$ cat config.mk
export PLATFORM = sky130hd
export DESIGN_NAME = evt_host
export DESIGN_NICKNAME = d
export VERILOG_FILES = /design/src/pkg/evt_host_pkg.sv /design/src/core/evt_host.sv /design/src/core/spi_xfer.sv
export SDC_FILE = /design/constraint.sdc
export NUM_CORES = 1
export LEC_CHECK = 0
export BUFFER_PORTS_ARGS = -buffer_cell sky130_fd_sc_hd__buf_2
export CAP_MARGIN = 0
export CORE_MARGIN = 2
export CORE_UTILIZATION = 62
export DETAILED_ROUTE_END_ITERATION = 10
export MAX_ROUTING_LAYER = met4
export PLACE_DENSITY = 0.79
export SLEW_MARGIN = 25
export SYNTH_ARGS = -nofsm -noshare
export SYNTH_HDL_FRONTEND = slang
export SYNTH_SLANG_ARGS = --single-unit
$ cat constraint.sdc
create_clock -name ref_clk_i -period 3.1 [get_ports ref_clk_i]
set_input_delay 0.465 -clock ref_clk_i [delete_from_list [all_inputs] [get_ports ref_clk_i]]
set_output_delay 0.465 -clock ref_clk_i [all_outputs]
set_load 0.1 [all_outputs]
$ cat src/pkg/evt_host_pkg.sv
// Constants, types and lookup functions for the event-timing host controller.
// Assumes a 40 MHz single clock and a device reached by a byte-opcode serial port.
package evt_host_pkg;

  // Clock and timing
  localparam int unsigned CLK_HZ = 40_000_000;
  localparam int unsigned POLL_PERIOD_MS = 250;
  localparam int unsigned POLL_CYCLES = CLK_HZ / 1000 * POLL_PERIOD_MS;
  localparam int unsigned SPI_DIV = 4;

  // Host register byte offsets
  localparam logic [7:0] REG_CTRL = 8'h00;
  localparam logic [7:0] REG_EVENT = 8'h04;
  localparam logic [7:0] REG_MASK = 8'h08;
  localparam logic [7:0] REG_ISR = 8'h0C;
  localparam logic [7:0] REG_STATE = 8'h10;
  // Results live at 0x80 + (flag*8 + index)*4
  localparam logic [7:0] REG_RESULT_BASE = 8'h80;

  // Control register fields
  localparam int CTRL_START_BIT = 0;
  localparam int CTRL_HALT_BIT = 1;
  localparam int CTRL_CFG_BIT = 2;
  localparam int CTRL_CONT_BIT = 3;
  localparam int CTRL_MODE_LSB = 4;
  localparam logic [15:0] CTRL_RESET = 16'h0000;

  // Event register bits 0..3 follow the flag order below
  localparam int EVT_FINISHED_BIT = 4;
  localparam int EVT_HALTED_BIT = 5;
  localparam int EVT_REFUSED_BIT = 6;
  localparam int EVT_W = 7;

  // Flag order used everywhere: flight meas, temp meas, flight seq, temp seq
  localparam int FLAG_FLIGHT_MEAS = 0;
  localparam int FLAG_TEMP_MEAS = 1;
  localparam int FLAG_FLIGHT_SEQ = 2;
  localparam int FLAG_TEMP_SEQ = 3;

  // Device interrupt status bit positions
  localparam int ISR_FLIGHT_MEAS_BIT = 12;
  localparam int ISR_TEMP_MEAS_BIT = 11;
  localparam int ISR_FLIGHT_SEQ_BIT = 10;
  localparam int ISR_TEMP_SEQ_BIT = 9;

  // Device opcodes
  localparam logic [7:0] OP_START_BASE = 8'h02;
  localparam logic [7:0] OP_HALT = 8'h05;
  localparam logic [7:0] OP_READ_ISR = 8'hFE;
  localparam logic [7:0] OP_READ_UP_AVG = 8'hC4;
  localparam logic [7:0] OP_READ_DOWN_AVG = 8'hCC;
  localparam logic [7:0] OP_READ_DIFF = 8'hD4;
  localparam logic [7:0] OP_READ_DIFF_AVG = 8'hDC;
  localparam logic [7:0] OP_READ_RANGE = 8'hE0;
  localparam logic [7:0] OP_READ_TEMP_PORT = 8'hE7;
  localparam logic [7:0] OP_READ_TEMP_AVG = 8'hEB;
  localparam logic [7:0] OP_READ_RTC = 8'hB0;

  localparam int RES_DEPTH = 6;

  typedef enum {
    ST_IDLE,
    ST_START,
    ST_POLL,
    ST_ISR,
    ST_FETCH,
    ST_HALT
  } host_state_t;

  typedef struct packed {
    logic [7:0] op;
    logic cmd_only;
  } spi_req_t;

  typedef struct packed {
    logic [2:0] mode;
    logic cont;
    logic cfg_saved;
  } ctrl_t;

  function automatic logic [7:0] start_opcode(input logic [2:0] mode);
    return OP_START_BASE + {5'h00, mode};
  endfunction : start_opcode

  // Words fetched for each flag; the clock value always comes last, two words
  function automatic logic [2:0] read_count(input logic [1:0] flag);
    case (flag)
      2'h0: return 3'h5;
      2'h1: return 3'h6;
      2'h2: return 3'h4;
      default: return 3'h6;
    endcase
  endfunction : read_count

  function automatic logic [7:0] read_opcode(input logic [1:0] flag, input logic [2:0] idx);
    logic [2:0] data_words;
    data_words = read_count(flag) - 3'h2;
    if (idx >= data_words) begin
      return OP_READ_RTC + {7'h00, idx[0] ^ data_words[0]};
    end
    case (flag)
      2'h0: return (idx == 3'h0) ? OP_READ_UP_AVG :
                   (idx == 3'h1) ? OP_READ_DOWN_AVG : OP_READ_DIFF;
      2'h1: return OP_READ_TEMP_PORT + {5'h00, idx};
      2'h2: return (idx == 3'h0) ? OP_READ_DIFF_AVG : OP_READ_RANGE;
      default: return OP_READ_TEMP_AVG + {5'h00, idx};
    endcase
  endfunction : read_opcode

endpackage : evt_host_pkg

$ cat src/core/evt_host.sv
// Host controller that launches event timing on the measurement device,
// polls its interrupt pin and fetches the results the status flags announce.
// Assumes software on a single-cycle register port and a serial device link.
//
// Function
// - Start only once configuration is complete and saved to non-volatile storage.
// - Flight-time and temperature sequences should be programmed equally long.
// - Start a mode by sending that mode's own start command.
// - While a mode runs, sample the interrupt pin every 250 ms.
// - On asserted interrupt, read status register and pick data by flags.
// - Flight measurement flag: read up, down, difference, then clock.
// - Temperature measurement flag: read temperature ports, then clock.
// - Flight sequence flag: read averaged difference and range, then clock.
// - Temperature sequence flag: read averaged temperature ports, then clock.
// - Abandoning a running mode sends halt and stops sampling.
// - Keep sampling until mode finishes, halt is sent or servicing stops.
//
// The implementer's own choices: strobed register access and the register addresses.
`timescale 1ns/1ps
module evt_host
  import evt_host_pkg::*;
#(
  parameter int unsigned POLL_CNT = POLL_CYCLES,
  parameter int SCLK_DIV = SPI_DIV
) (
  input wire logic ref_clk_i,
  input wire logic rst_i,
  input wire logic [7:0] addr_i,
  input wire logic [15:0] wdata_i,
  input wire logic wr_i,
  input wire logic rd_i,
  output logic [15:0] rdata_o,
  output logic irq_o,
  input wire logic int_n_i,
  output logic sclk_o,
  output logic cs_n_o,
  output logic mosi_o,
  input wire logic miso_i
);

  ////////////////////////////////////////////////////////////////////////////
  // Declarations

  host_state_t state, next_state;
  ctrl_t ctrl, next_ctrl;
  logic [EVT_W-1:0] evt, next_evt, evt_set;
  logic [EVT_W-1:0] mask, next_mask;
  logic [15:0] isr, next_isr;
  logic [15:0] rdata, next_rdata;
  logic [31:0] timer, next_timer;
  logic [3:0] pend, next_pend;
  logic [1:0] seen, next_seen;
  logic [1:0] cur, next_cur;
  logic [2:0] idx, next_idx;
  logic inflight, next_inflight;
  logic halt_pend, next_halt_pend;
  logic [15:0] res [4][RES_DEPTH];
  logic start_cmd, halt_cmd, tick, needs_xfer, spi_go, spi_busy, spi_done;
  logic [15:0] spi_rx;
  spi_req_t req;

  function automatic logic [1:0] first_flag(input logic [3:0] p);
    if (p[0]) return 2'h0;
    if (p[1]) return 2'h1;
    if (p[2]) return 2'h2;
    return 2'h3;
  endfunction : first_flag

  ////////////////////////////////////////////////////////////////////////////
  // Register port

  assign start_cmd = wr_i && (addr_i == REG_CTRL) && wdata_i[CTRL_START_BIT];
  assign halt_cmd = wr_i && (addr_i == REG_CTRL) && wdata_i[CTRL_HALT_BIT];

  always_comb begin
    next_ctrl = ctrl;
    next_mask = mask;
    next_rdata = 16'h0000;
    if (wr_i && addr_i == REG_CTRL) begin
      next_ctrl.cfg_saved = wdata_i[CTRL_CFG_BIT];
      next_ctrl.cont = wdata_i[CTRL_CONT_BIT];
      next_ctrl.mode = wdata_i[CTRL_MODE_LSB +: 3];
    end
    if (wr_i && addr_i == REG_MASK) begin
      next_mask = wdata_i[EVT_W-1:0];
    end
    // Unmapped addresses read as zero
    if (rd_i) begin
      if (addr_i[7]) begin
        next_rdata = (addr_i[4:2] < 3'(RES_DEPTH)) ? res[addr_i[6:5]][addr_i[4:2]] : 16'h0000;
      end else begin
        case (addr_i)
          REG_CTRL: next_rdata = 16'({ctrl.mode, ctrl.cont, ctrl.cfg_saved, 2'b00});
          REG_EVENT: next_rdata = 16'(evt);
          REG_MASK: next_rdata = 16'(mask);
          REG_ISR: next_rdata = isr;
          REG_STATE: next_rdata = 16'({halt_pend, state != ST_IDLE});
          default: next_rdata = 16'h0000;
        endcase
      end
    end
    // Write-one-to-clear; a same-cycle hardware set wins
    next_evt = evt;
    if (wr_i && addr_i == REG_EVENT) begin
      next_evt = evt & ~wdata_i[EVT_W-1:0];
    end
    next_evt = next_evt | evt_set;
  end

  assign irq_o = |(evt & mask);
  assign rdata_o = rdata;

  ////////////////////////////////////////////////////////////////////////////
  // Sequencer

  assign tick = (timer == POLL_CNT - 1);
  assign needs_xfer = (state == ST_START) || (state == ST_ISR) ||
                      (state == ST_FETCH) || (state == ST_HALT);
  assign spi_go = needs_xfer && !inflight && !spi_busy;

  always_comb begin
    case (state)
      ST_START: req = '{op: start_opcode(ctrl.mode), cmd_only: 1'b1};
      ST_HALT: req = '{op: OP_HALT, cmd_only: 1'b1};
      ST_FETCH: req = '{op: read_opcode(cur, idx), cmd_only: 1'b0};
      default: req = '{op: OP_READ_ISR, cmd_only: 1'b0};
    endcase
  end

  always_comb begin
    next_state = state;
    next_timer = timer;
    next_isr = isr;
    next_pend = pend;
    next_seen = seen;
    next_cur = cur;
    next_idx = idx;
    next_inflight = spi_go ? 1'b1 : (spi_done ? 1'b0 : inflight);
    next_halt_pend = halt_pend || (halt_cmd && state != ST_IDLE && state != ST_HALT);
    evt_set = '0;
    case (state)
      ST_IDLE: begin
        if (start_cmd) begin
          if (ctrl.cfg_saved) begin
            next_state = ST_START;
          end else begin
            evt_set[EVT_REFUSED_BIT] = 1'b1;
          end
        end
      end
      ST_START: begin
        if (spi_done) begin
          next_state = ST_POLL;
          next_timer = '0;
          next_seen = 2'b00;
        end
      end
      ST_POLL: begin
        next_timer = tick ? '0 : timer + 32'h0000_0001;
        if (halt_pend || halt_cmd) begin
          next_state = ST_HALT;
        end else if (tick && !int_n_i) begin
          next_state = ST_ISR;
        end
      end
      ST_ISR: begin
        if (spi_done) begin
          next_isr = spi_rx;
          next_pend = {spi_rx[ISR_TEMP_SEQ_BIT], spi_rx[ISR_FLIGHT_SEQ_BIT],
                       spi_rx[ISR_TEMP_MEAS_BIT], spi_rx[ISR_FLIGHT_MEAS_BIT]};
          next_cur = first_flag(next_pend);
          next_idx = 3'h0;
          next_state = (next_pend == 4'h0) ? ST_POLL : ST_FETCH;
        end
      end
      ST_FETCH: begin
        if (spi_done) begin
          next_idx = idx + 3'h1;
          if (idx == read_count(cur) - 3'h1) begin
            evt_set[cur] = 1'b1;
            next_pend[cur] = 1'b0;
            if (cur == 2'(FLAG_FLIGHT_SEQ)) next_seen[0] = 1'b1;
            if (cur == 2'(FLAG_TEMP_SEQ)) next_seen[1] = 1'b1;
            next_cur = first_flag(next_pend);
            next_idx = 3'h0;
            if (next_pend == 4'h0) begin
              if (!ctrl.cont && next_seen == 2'b11) begin
                next_state = ST_IDLE;
                evt_set[EVT_FINISHED_BIT] = 1'b1;
              end else begin
                next_state = ST_POLL;
              end
            end
          end
        end
      end
      ST_HALT: begin
        next_halt_pend = 1'b0;
        if (spi_done) begin
          next_state = ST_IDLE;
          evt_set[EVT_HALTED_BIT] = 1'b1;
        end
      end
      default: next_state = ST_IDLE;
    endcase
  end

  always_ff @(posedge ref_clk_i) begin
    if (rst_i) begin
      state <= ST_IDLE;
      ctrl <= ctrl_t'(CTRL_RESET[CTRL_CFG_BIT +: 5]);
      evt <= '0;
      mask <= '0;
      isr <= 16'h0000;
      rdata <= 16'h0000;
      timer <= '0;
      pend <= 4'h0;
      seen <= 2'b00;
      cur <= 2'h0;
      idx <= 3'h0;
      inflight <= 1'b0;
      halt_pend <= 1'b0;
    end else begin
      state <= next_state;
      ctrl <= next_ctrl;
      evt <= next_evt;
      mask <= next_mask;
      isr <= next_isr;
      rdata <= next_rdata;
      timer <= next_timer;
      pend <= next_pend;
      seen <= next_seen;
      cur <= next_cur;
      idx <= next_idx;
      inflight <= next_inflight;
      halt_pend <= next_halt_pend;
    end
  end

  // Result store; not reset, software only reads words whose event fired
  always_ff @(posedge ref_clk_i) begin
    if (state == ST_FETCH && spi_done) begin
      res[cur][idx] <= spi_rx;
    end
  end

  spi_xfer #(.DIV(SCLK_DIV)) u_spi (
    .ref_clk_i(ref_clk_i),
    .rst_i(rst_i),
    .go_i(spi_go),
    .req_i(req),
    .busy_o(spi_busy),
    .done_o(spi_done),
    .rx_o(spi_rx),
    .sclk_o(sclk_o),
    .cs_n_o(cs_n_o),
    .mosi_o(mosi_o),
    .miso_i(miso_i)
  );
endmodule : evt_host

$ cat src/core/spi_xfer.sv
// Serial port engine: one opcode byte, then optionally one 16-bit word read back.
// Assumes clock-idle-low mode 0 device; miso is synchronous to ref_clk_i.
`timescale 1ns/1ps
module spi_xfer
  import evt_host_pkg::*;
#(
  parameter int DIV = SPI_DIV
) (
  input wire logic ref_clk_i,
  input wire logic rst_i,
  input wire logic go_i,
  input wire spi_req_t req_i,
  output logic busy_o,
  output logic done_o,
  output logic [15:0] rx_o,
  output logic sclk_o,
  output logic cs_n_o,
  output logic mosi_o,
  input wire logic miso_i
);

  typedef enum {
    SP_IDLE,
    SP_RUN
  } spi_state_t;

  spi_state_t state, next_state;
  logic [7:0] div_cnt, next_div_cnt;
  logic [4:0] bits, next_bits;
  logic [23:0] shreg, next_shreg;
  logic [15:0] rx, next_rx;
  logic sclk, next_sclk;
  logic cs_n, next_cs_n;
  logic done, next_done;
  logic en;

  // Divider enable sets the half period of the serial clock
  assign en = (div_cnt == 8'(DIV - 1));

  always_comb begin
    next_state = state;
    next_div_cnt = div_cnt;
    next_bits = bits;
    next_shreg = shreg;
    next_rx = rx;
    next_sclk = sclk;
    next_cs_n = cs_n;
    next_done = 1'b0;
    case (state)
      SP_IDLE: begin
        if (go_i) begin
          next_state = SP_RUN;
          next_shreg = {req_i.op, 16'h0000};
          next_bits = req_i.cmd_only ? 5'h08 : 5'h18;
          next_cs_n = 1'b0;
          next_div_cnt = 8'h00;
        end
      end
      SP_RUN: begin
        next_div_cnt = en ? 8'h00 : div_cnt + 8'h01;
        if (en) begin
          if (!sclk) begin
            next_sclk = 1'b1;
            next_rx = {rx[14:0], miso_i};
          end else begin
            next_sclk = 1'b0;
            next_shreg = {shreg[22:0], 1'b0};
            next_bits = bits - 5'h01;
            if (bits == 5'h01) begin
              next_state = SP_IDLE;
              next_cs_n = 1'b1;
              next_done = 1'b1;
            end
          end
        end
      end
      default: next_state = SP_IDLE;
    endcase
  end

  always_ff @(posedge ref_clk_i) begin
    if (rst_i) begin
      state <= SP_IDLE;
      div_cnt <= 8'h00;
      bits <= 5'h00;
      shreg <= 24'h00_0000;
      rx <= 16'h0000;
      sclk <= 1'b0;
      cs_n <= 1'b1;
      done <= 1'b0;
    end else begin
      state <= next_state;
      div_cnt <= next_div_cnt;
      bits <= next_bits;
      shreg <= next_shreg;
      rx <= next_rx;
      sclk <= next_sclk;
      cs_n <= next_cs_n;
      done <= next_done;
    end
  end

  assign busy_o = (state != SP_IDLE);
  assign done_o = done;
  assign rx_o = rx;
  assign sclk_o = sclk;
  assign cs_n_o = cs_n;
  assign mosi_o = shreg[23];

endmodule : spi_xfer

Word-level counts from Yosys, hierarchy flattened
Memories as Yosys holds them, arrays and structs flattened.
Cells that the tools add are included.
{"block": "op_classes", "addsub": 10, "multipliers": 0, "n_div": 0, "n_lt_le_gt_ge": 8, "n_eq_ne": 37, "shifts": 0, "mux": 142, "bitwise": 13, "n_reduce_logical": 54}
{"operator": "32-bit 2-to-1 mux", "count": 15}
{"operator": "32-bit case mux with 6 select lines", "count": 1}
{"operator": "32-bit case mux with 2 select lines", "count": 2}
{"operator": "32-bit by 2-bit == test with 1-bit output, second input constant", "count": 3}
{"operator": "32-bit by 3-bit == test with 1-bit output, second input constant", "count": 3}
{"operator": "96-bit 2-to-1 mux", "count": 1}
{"operator": "16-bit 2-to-1 mux", "count": 5}
{"operator": "16-bit case mux with 5 select lines", "count": 1}
{"operator": "24-bit 2-to-1 mux", "count": 3}
{"operator": "32-bit by 1-bit == test with 1-bit output, second input constant", "count": 2}
{"operator": "32-bit by 4-bit == test with 1-bit output, second input constant", "count": 2}
{"operator": "32-bit zero test", "count": 2}
{"operator": "32-bit nonzero test", "count": 2}
{"operator": "1-bit 2-to-1 mux", "count": 53}
{"operator": "16-bit binary-select mux with 3-bit select", "count": 1}
{"operator": "16-bit demux with 3-bit select", "count": 1}
{"operator": "24-bit case mux with 2 select lines", "count": 1}
{"operator": "5-bit 2-to-1 mux", "count": 9}
{"operator": "2-bit 2-to-1 mux", "count": 19}
{"operator": "32-bit by 1-bit adder with 32-bit output, second input constant", "count": 1}
{"operator": "32-bit by 24-bit == test with 1-bit output, second input constant", "count": 1}
{"operator": "8-bit 2-to-1 mux", "count": 4}
{"operator": "32-bit by 4-bit inequality test with 1-bit output, second input constant", "count": 1}
{"operator": "9-bit case mux with 3 select lines", "count": 1}
{"operator": "63 further kinds", "count": 130}
{"block": "totals", "reg_bits": 216, "latch_bits": 0, "mem_bits_rw": 384, "mem_bits_ro": 0, "inputBits": 30, "memories": 1}
{"memory": "res", "depth": 4, "width": 96, "rd": 1, "rd_clocked_by_memory_dff": 0, "wr": 1, "line": "evt_host.sv:57", "source": "logic [15:0] res [4][RES_DEPTH];"}

Longest topological paths before layout
{"block": "logic_depth", "depth_word": 25, "depth_mapped": 11, "ltp_nobuf": 10}

Modules after synthesis
Synthesis repeated with hierarchy kept, for this count alone.
{"block": "unflattened", "cells_unflattened": 1437, "hier_area_um2": 21508.1}
{"mod": "evt_host", "instances": 1, "cells_per_inst": 1237, "area_each_um2": 19607.6, "seq_area_each_um2": 13513.0}
{"mod": "spi_xfer", "instances": 1, "cells_per_inst": 200, "area_each_um2": 1900.6, "seq_area_each_um2": 820.8}

Worst setup path before layout
No wires, ideal clock.
{"block": "synth_timing", "path_type": "register -> register", "start": "register cur[0]", "end": "register u_spi.shreg[19]", "t_arrival_ns": 2.475, "setup_slack_ns": 0.554, "stages_incl_launch_ff": 12, "period_less_slack_ns": 2.546, "cell_sequence": "dfxtp_1 clkbuf_1 or2_2 clkbuf_1 inv_1 ha_1 nand2b_1 a21o_1 a211oi_1 o2111ai_1 a21o_1 a21oi_1"}
{"block": "synth_between", "elab_chain_len": 11, "word_cells_on_any_way": 17, "cone_classes": "add/sub (2); order compare (1); eq/ne (2); mux (10); bitwise (1); reduce/logical (1)"}
{"item": "start, declared", "line": "evt_host.sv:53", "source": "logic [1:0] cur, next_cur;"}
{"item": "start signal, assigned", "line": "evt_host.sv:233", "source": "cur <= next_cur;"}
{"item": "2-bit == test / 2-bit zero test (equally long branches)", "line": "evt_host_pkg.sv:87, evt_host_pkg.sv:101"}
{"item": "2-bit case mux with 2 select lines", "line": "evt_host_pkg.sv:87", "source": "case (flag)"}
{"item": "3-bit 2-to-1 mux", "line": "evt_host.sv:122", "source": "case (state)"}
{"item": "3-bit by 2-bit subtractor with 3-bit output", "line": "evt_host_pkg.sv:97", "source": "data_words = read_count(flag) - 3'h2;"}
{"item": "1-bit XOR / 3-bit >= comparator (equally long branches)", "line": "evt_host_pkg.sv:99, evt_host_pkg.sv:98"}
{"item": "8-bit by 1-bit adder with 8-bit output / 1-bit 2-to-1 mux (equally long branches)", "line": "evt_host_pkg.sv:99, evt_host_pkg.sv:98"}
{"item": "8-bit 2-to-1 mux / 1-bit 2-to-1 mux (equally long branches)", "line": "evt_host_pkg.sv:98, evt_host.sv:122"}
{"item": "8-bit 2-to-1 mux (*)", "line": "evt_host_pkg.sv:101", "source": "case (flag)"}
{"item": "9-bit case mux with 3 select lines (*)", "line": "evt_host.sv:122"}
{"item": "24-bit 2-to-1 mux (*)", "line": "spi_xfer.sv:51", "source": "if (go_i) begin"}
{"item": "24-bit case mux with 2 select lines (*)", "line": "spi_xfer.sv:49", "source": "case (state)"}
{"item": "end signal, assigned", "line": "spi_xfer.sv:95", "source": "shreg <= next_shreg;"}
{"item": "end, declared", "line": "spi_xfer.sv:30", "source": "logic [23:0] shreg, next_shreg;"}
Mark *: on every way between the ends. The rest lies on a longest branch, timed or not. The select of a mux whose other input is x is not followed.
A chain may end at the register's enable or synchronous reset.

Worst setup path after layout
Ends and elaborated chain as after synthesis.

==> run metrics <==
outcome=complete, no violations; Die H=189.5 µm; layout cells sized above 1=0.2158; CTS tree=done; VDD IR max=0.5174 mV; Longest Clk Path Bufs=3; Initial Util=0.6332; GRT Util Overall=0.2979; Die X=189.5 µm; fin. max-slew vios=0; DR iter-0 viols=1490; WP data arrival=3170 ps; EDFF count, synth=384; number of vias per cell=6.566; H-Tree Depth=2; drt total wl=50.92 mm; GRT overflow=0; post-synthesis cell type count=70; ys flop type=edfxtp_1; Synth area leaders=edfxtp_1 54%, dfxtp_1 13%, mux4_2 12%, nor2_1 2.1%, nand2_1 2.0%; Post-Syn Instances=1410; final setup violation count=0; CTS hold repair buffers=0; first-pass detailed-route iteration total=6; via count=13020; Setup crit end kind=register; Hold WC Path Type=in -> reg; Area Overhead vs Synth=12.88%; mean post-synth cell area=15.13 µm²; TritonCTS Buffers=51; setup tns final=0 ps; DP Cell Count=1886; Worst Path Max Fanout=9; FMAX=374.8 MHz; Placer Congestion=0.8421; Yosys top cell area share=0.5404; Clock Skew=23.55 ps; fillcell total=2122; pin count of the biggest net entering global routing=63; Synthesized Nets=1453; critical path's slowest cell=a211oi_1; dpl ws=310.3 ps; clk root buf=clkbuf_16; Yosys top cell by area=edfxtp_1; Worst EP required=3600 ps; nets=1534; # IOs=50; most frequent cell after synthesis=edfxtp_1; first-pass GRT wire length=77.04 mm; commonest cells in the netlist=384 x edfxtp_1, 140 x dfxtp_1, 120 x nor2_1; post-synthesis sequential area ratio=0.6717; HPWL after DPL=29.74 mm; Lkg Pwr=8.175 nW; Post-CTS Resized=0; Final period util=0.8606; Max-Cap Viols=0; max incr delay on CP=500 ps; final cell count without fillers=1983; drt wl/cell=25.68 µm; # clock sinks=524; critical setup path kind=reg -> reg; ANT nets after route=0; Cell Chain, Critical Path=or2_2 -> inv_1 -> ha_1 -> nand2b_1 -> a21o_1 -> a211oi_1 -> o2111ai_1 -> a21o_1 -> a21oi_1; Tightest Pin Transition=1042 ps; Post-CTS Setup Bufs=0; Final Hold Viols=0; antenna violations before repair=1; RSZ-0062 raised after global routing=no; vias in the first global route=12950; Async S/R FF share, synth=0; Core ar.=33700 µm²; post-route setup slack=432.1 ps; Worst-Skew Late Latency=600 ps; Syn Std Cell Area=21340 µm²; drt drc=0; #FFs+latches synth=524; startpoint types=register; Reg clk slew, reported paths=60 ps; cell row count=67; cell mode on critical path=a21o_1; synth warn=0; Final min period=2668 ps; relative slew slack=0.3041; port buffer count=40; PwrDens=618.8 nW/µm²; die area=35920 µm²
state kept, by name, indices dropped and copies added, names as in the netlist, 2 cells and up:
signal         flops
idx                3
timer             32
u_spi.shreg        8
u_spi.rx_o        16
isr               16
ctrl               5
u_spi.bits         5
rdata_o           16
seen               2
state              3
mask               7
res              384
u_spi.div_cnt      8
cur                2
evt                7
pend               4
layout by cell type (no fill, tap or decap), drive strengths merged, types with 4 or more instances in the layout:
cell,Yosys,routed
edfxtp,384,384
dfxtp,140,140
nor2,120,120
mux4,117,117
nand2,115,115
buf,33,105
a21oi,78,78
clkbuf,44,76
o21ai,52,52
mux2i,42,42
inv,24,27
nand3,25,25
nor3,23,23
nor2b,16,16
a31oi,15,15
nand4,14,14
ha,13,13
and3,11,11
a221o,11,11
nand2b,10,10
clkinv,0,10
nor4b,9,9
a21o,8,8
o221ai,8,8
a22oi,7,7
o31ai,7,7
nor4,7,7
and2,6,6
a211oi,5,5
xor2,5,5
bufinv,0,5
nand4b,4,4
layer usage:
layer	track usage	routed length, µm
met1	0.3870	19240
met2	0.4852	25550
met3	0.04486	4421
met4	0.1079	1712
met5	-	0
cell type report:
type,instances,area (µm²),area share
Antenna cell,1,2.502,0.0001039
Clock inverter,20,271.5,0.01127
Tap cell,448,560.5,0.02327
Sequential cell,524,14340,0.5952
Clock buffer,76,1514,0.06285
Multi-Input combinational cell,785,6600,0.2740
Inverter,24,90.09,0.003740
Timing Repair Buffer,105,711.9,0.02956
where the power goes:
| group | switching [mW] | internal, mW | leakage, nW |
|---|---|---|---|
| Clock | 2.64 | 3.83 | 0.869 |
| Combinational | 0.536 | 0.341 | 2.60 |
| Sequential | 0.0715 | 7.49 | 4.70 |
critical path, delay by kind of cell (launching register included):
family | cells | cell delay [ps]
buf+inv | 1 | 190
compound gates | 5 | 1240
fa+ha+maj | 1 | 290
simple gates | 2 | 550
flops | 1 | 310
worst paths after layout:
| kind | from | endpoint | slack [ps] | depth (start not counted) |
|---|---|---|---|---|
| max | cur[0] | u_spi.shreg[19] | 430 | 9 |
| min | wdata_i[6] | ctrl[4] | 160 | 3 |
| max reg2reg | cur[0] | u_spi.shreg[19] | 430 | 9 |
| min reg2reg | u_spi.shreg[22] | u_spi.shreg[22] | 450 | 2 |
logic make-up after synthesis:
kind of cell             count (synthesis)  synth area share
adder cells (fa/ha/maj)                 13          0.007623
buffers and inverters                  101           0.02105
flip-flops                             524            0.6717
XOR/XNOR                                 8          0.003284
AO/OA/AOI/OAI                          229           0.06808
multiplexers                           159            0.1432
AND/OR/NAND/NOR                        376           0.08508
stage by stage:
stage	util	power, mW	instance area [µm²]	hold WS, ps
finish	0.7148	14.91	24090	161.0
global route	0.7148	15.30	24090	155.6
CTS	0.7146	14.96	24080	145.2
detailed placement	0.6616	8.581	22300	446.9
global placement	0.6616	8.560	22300	440.5
floorplan	-	8.368	21340	430.5
(Power assumes the default switching activity.)
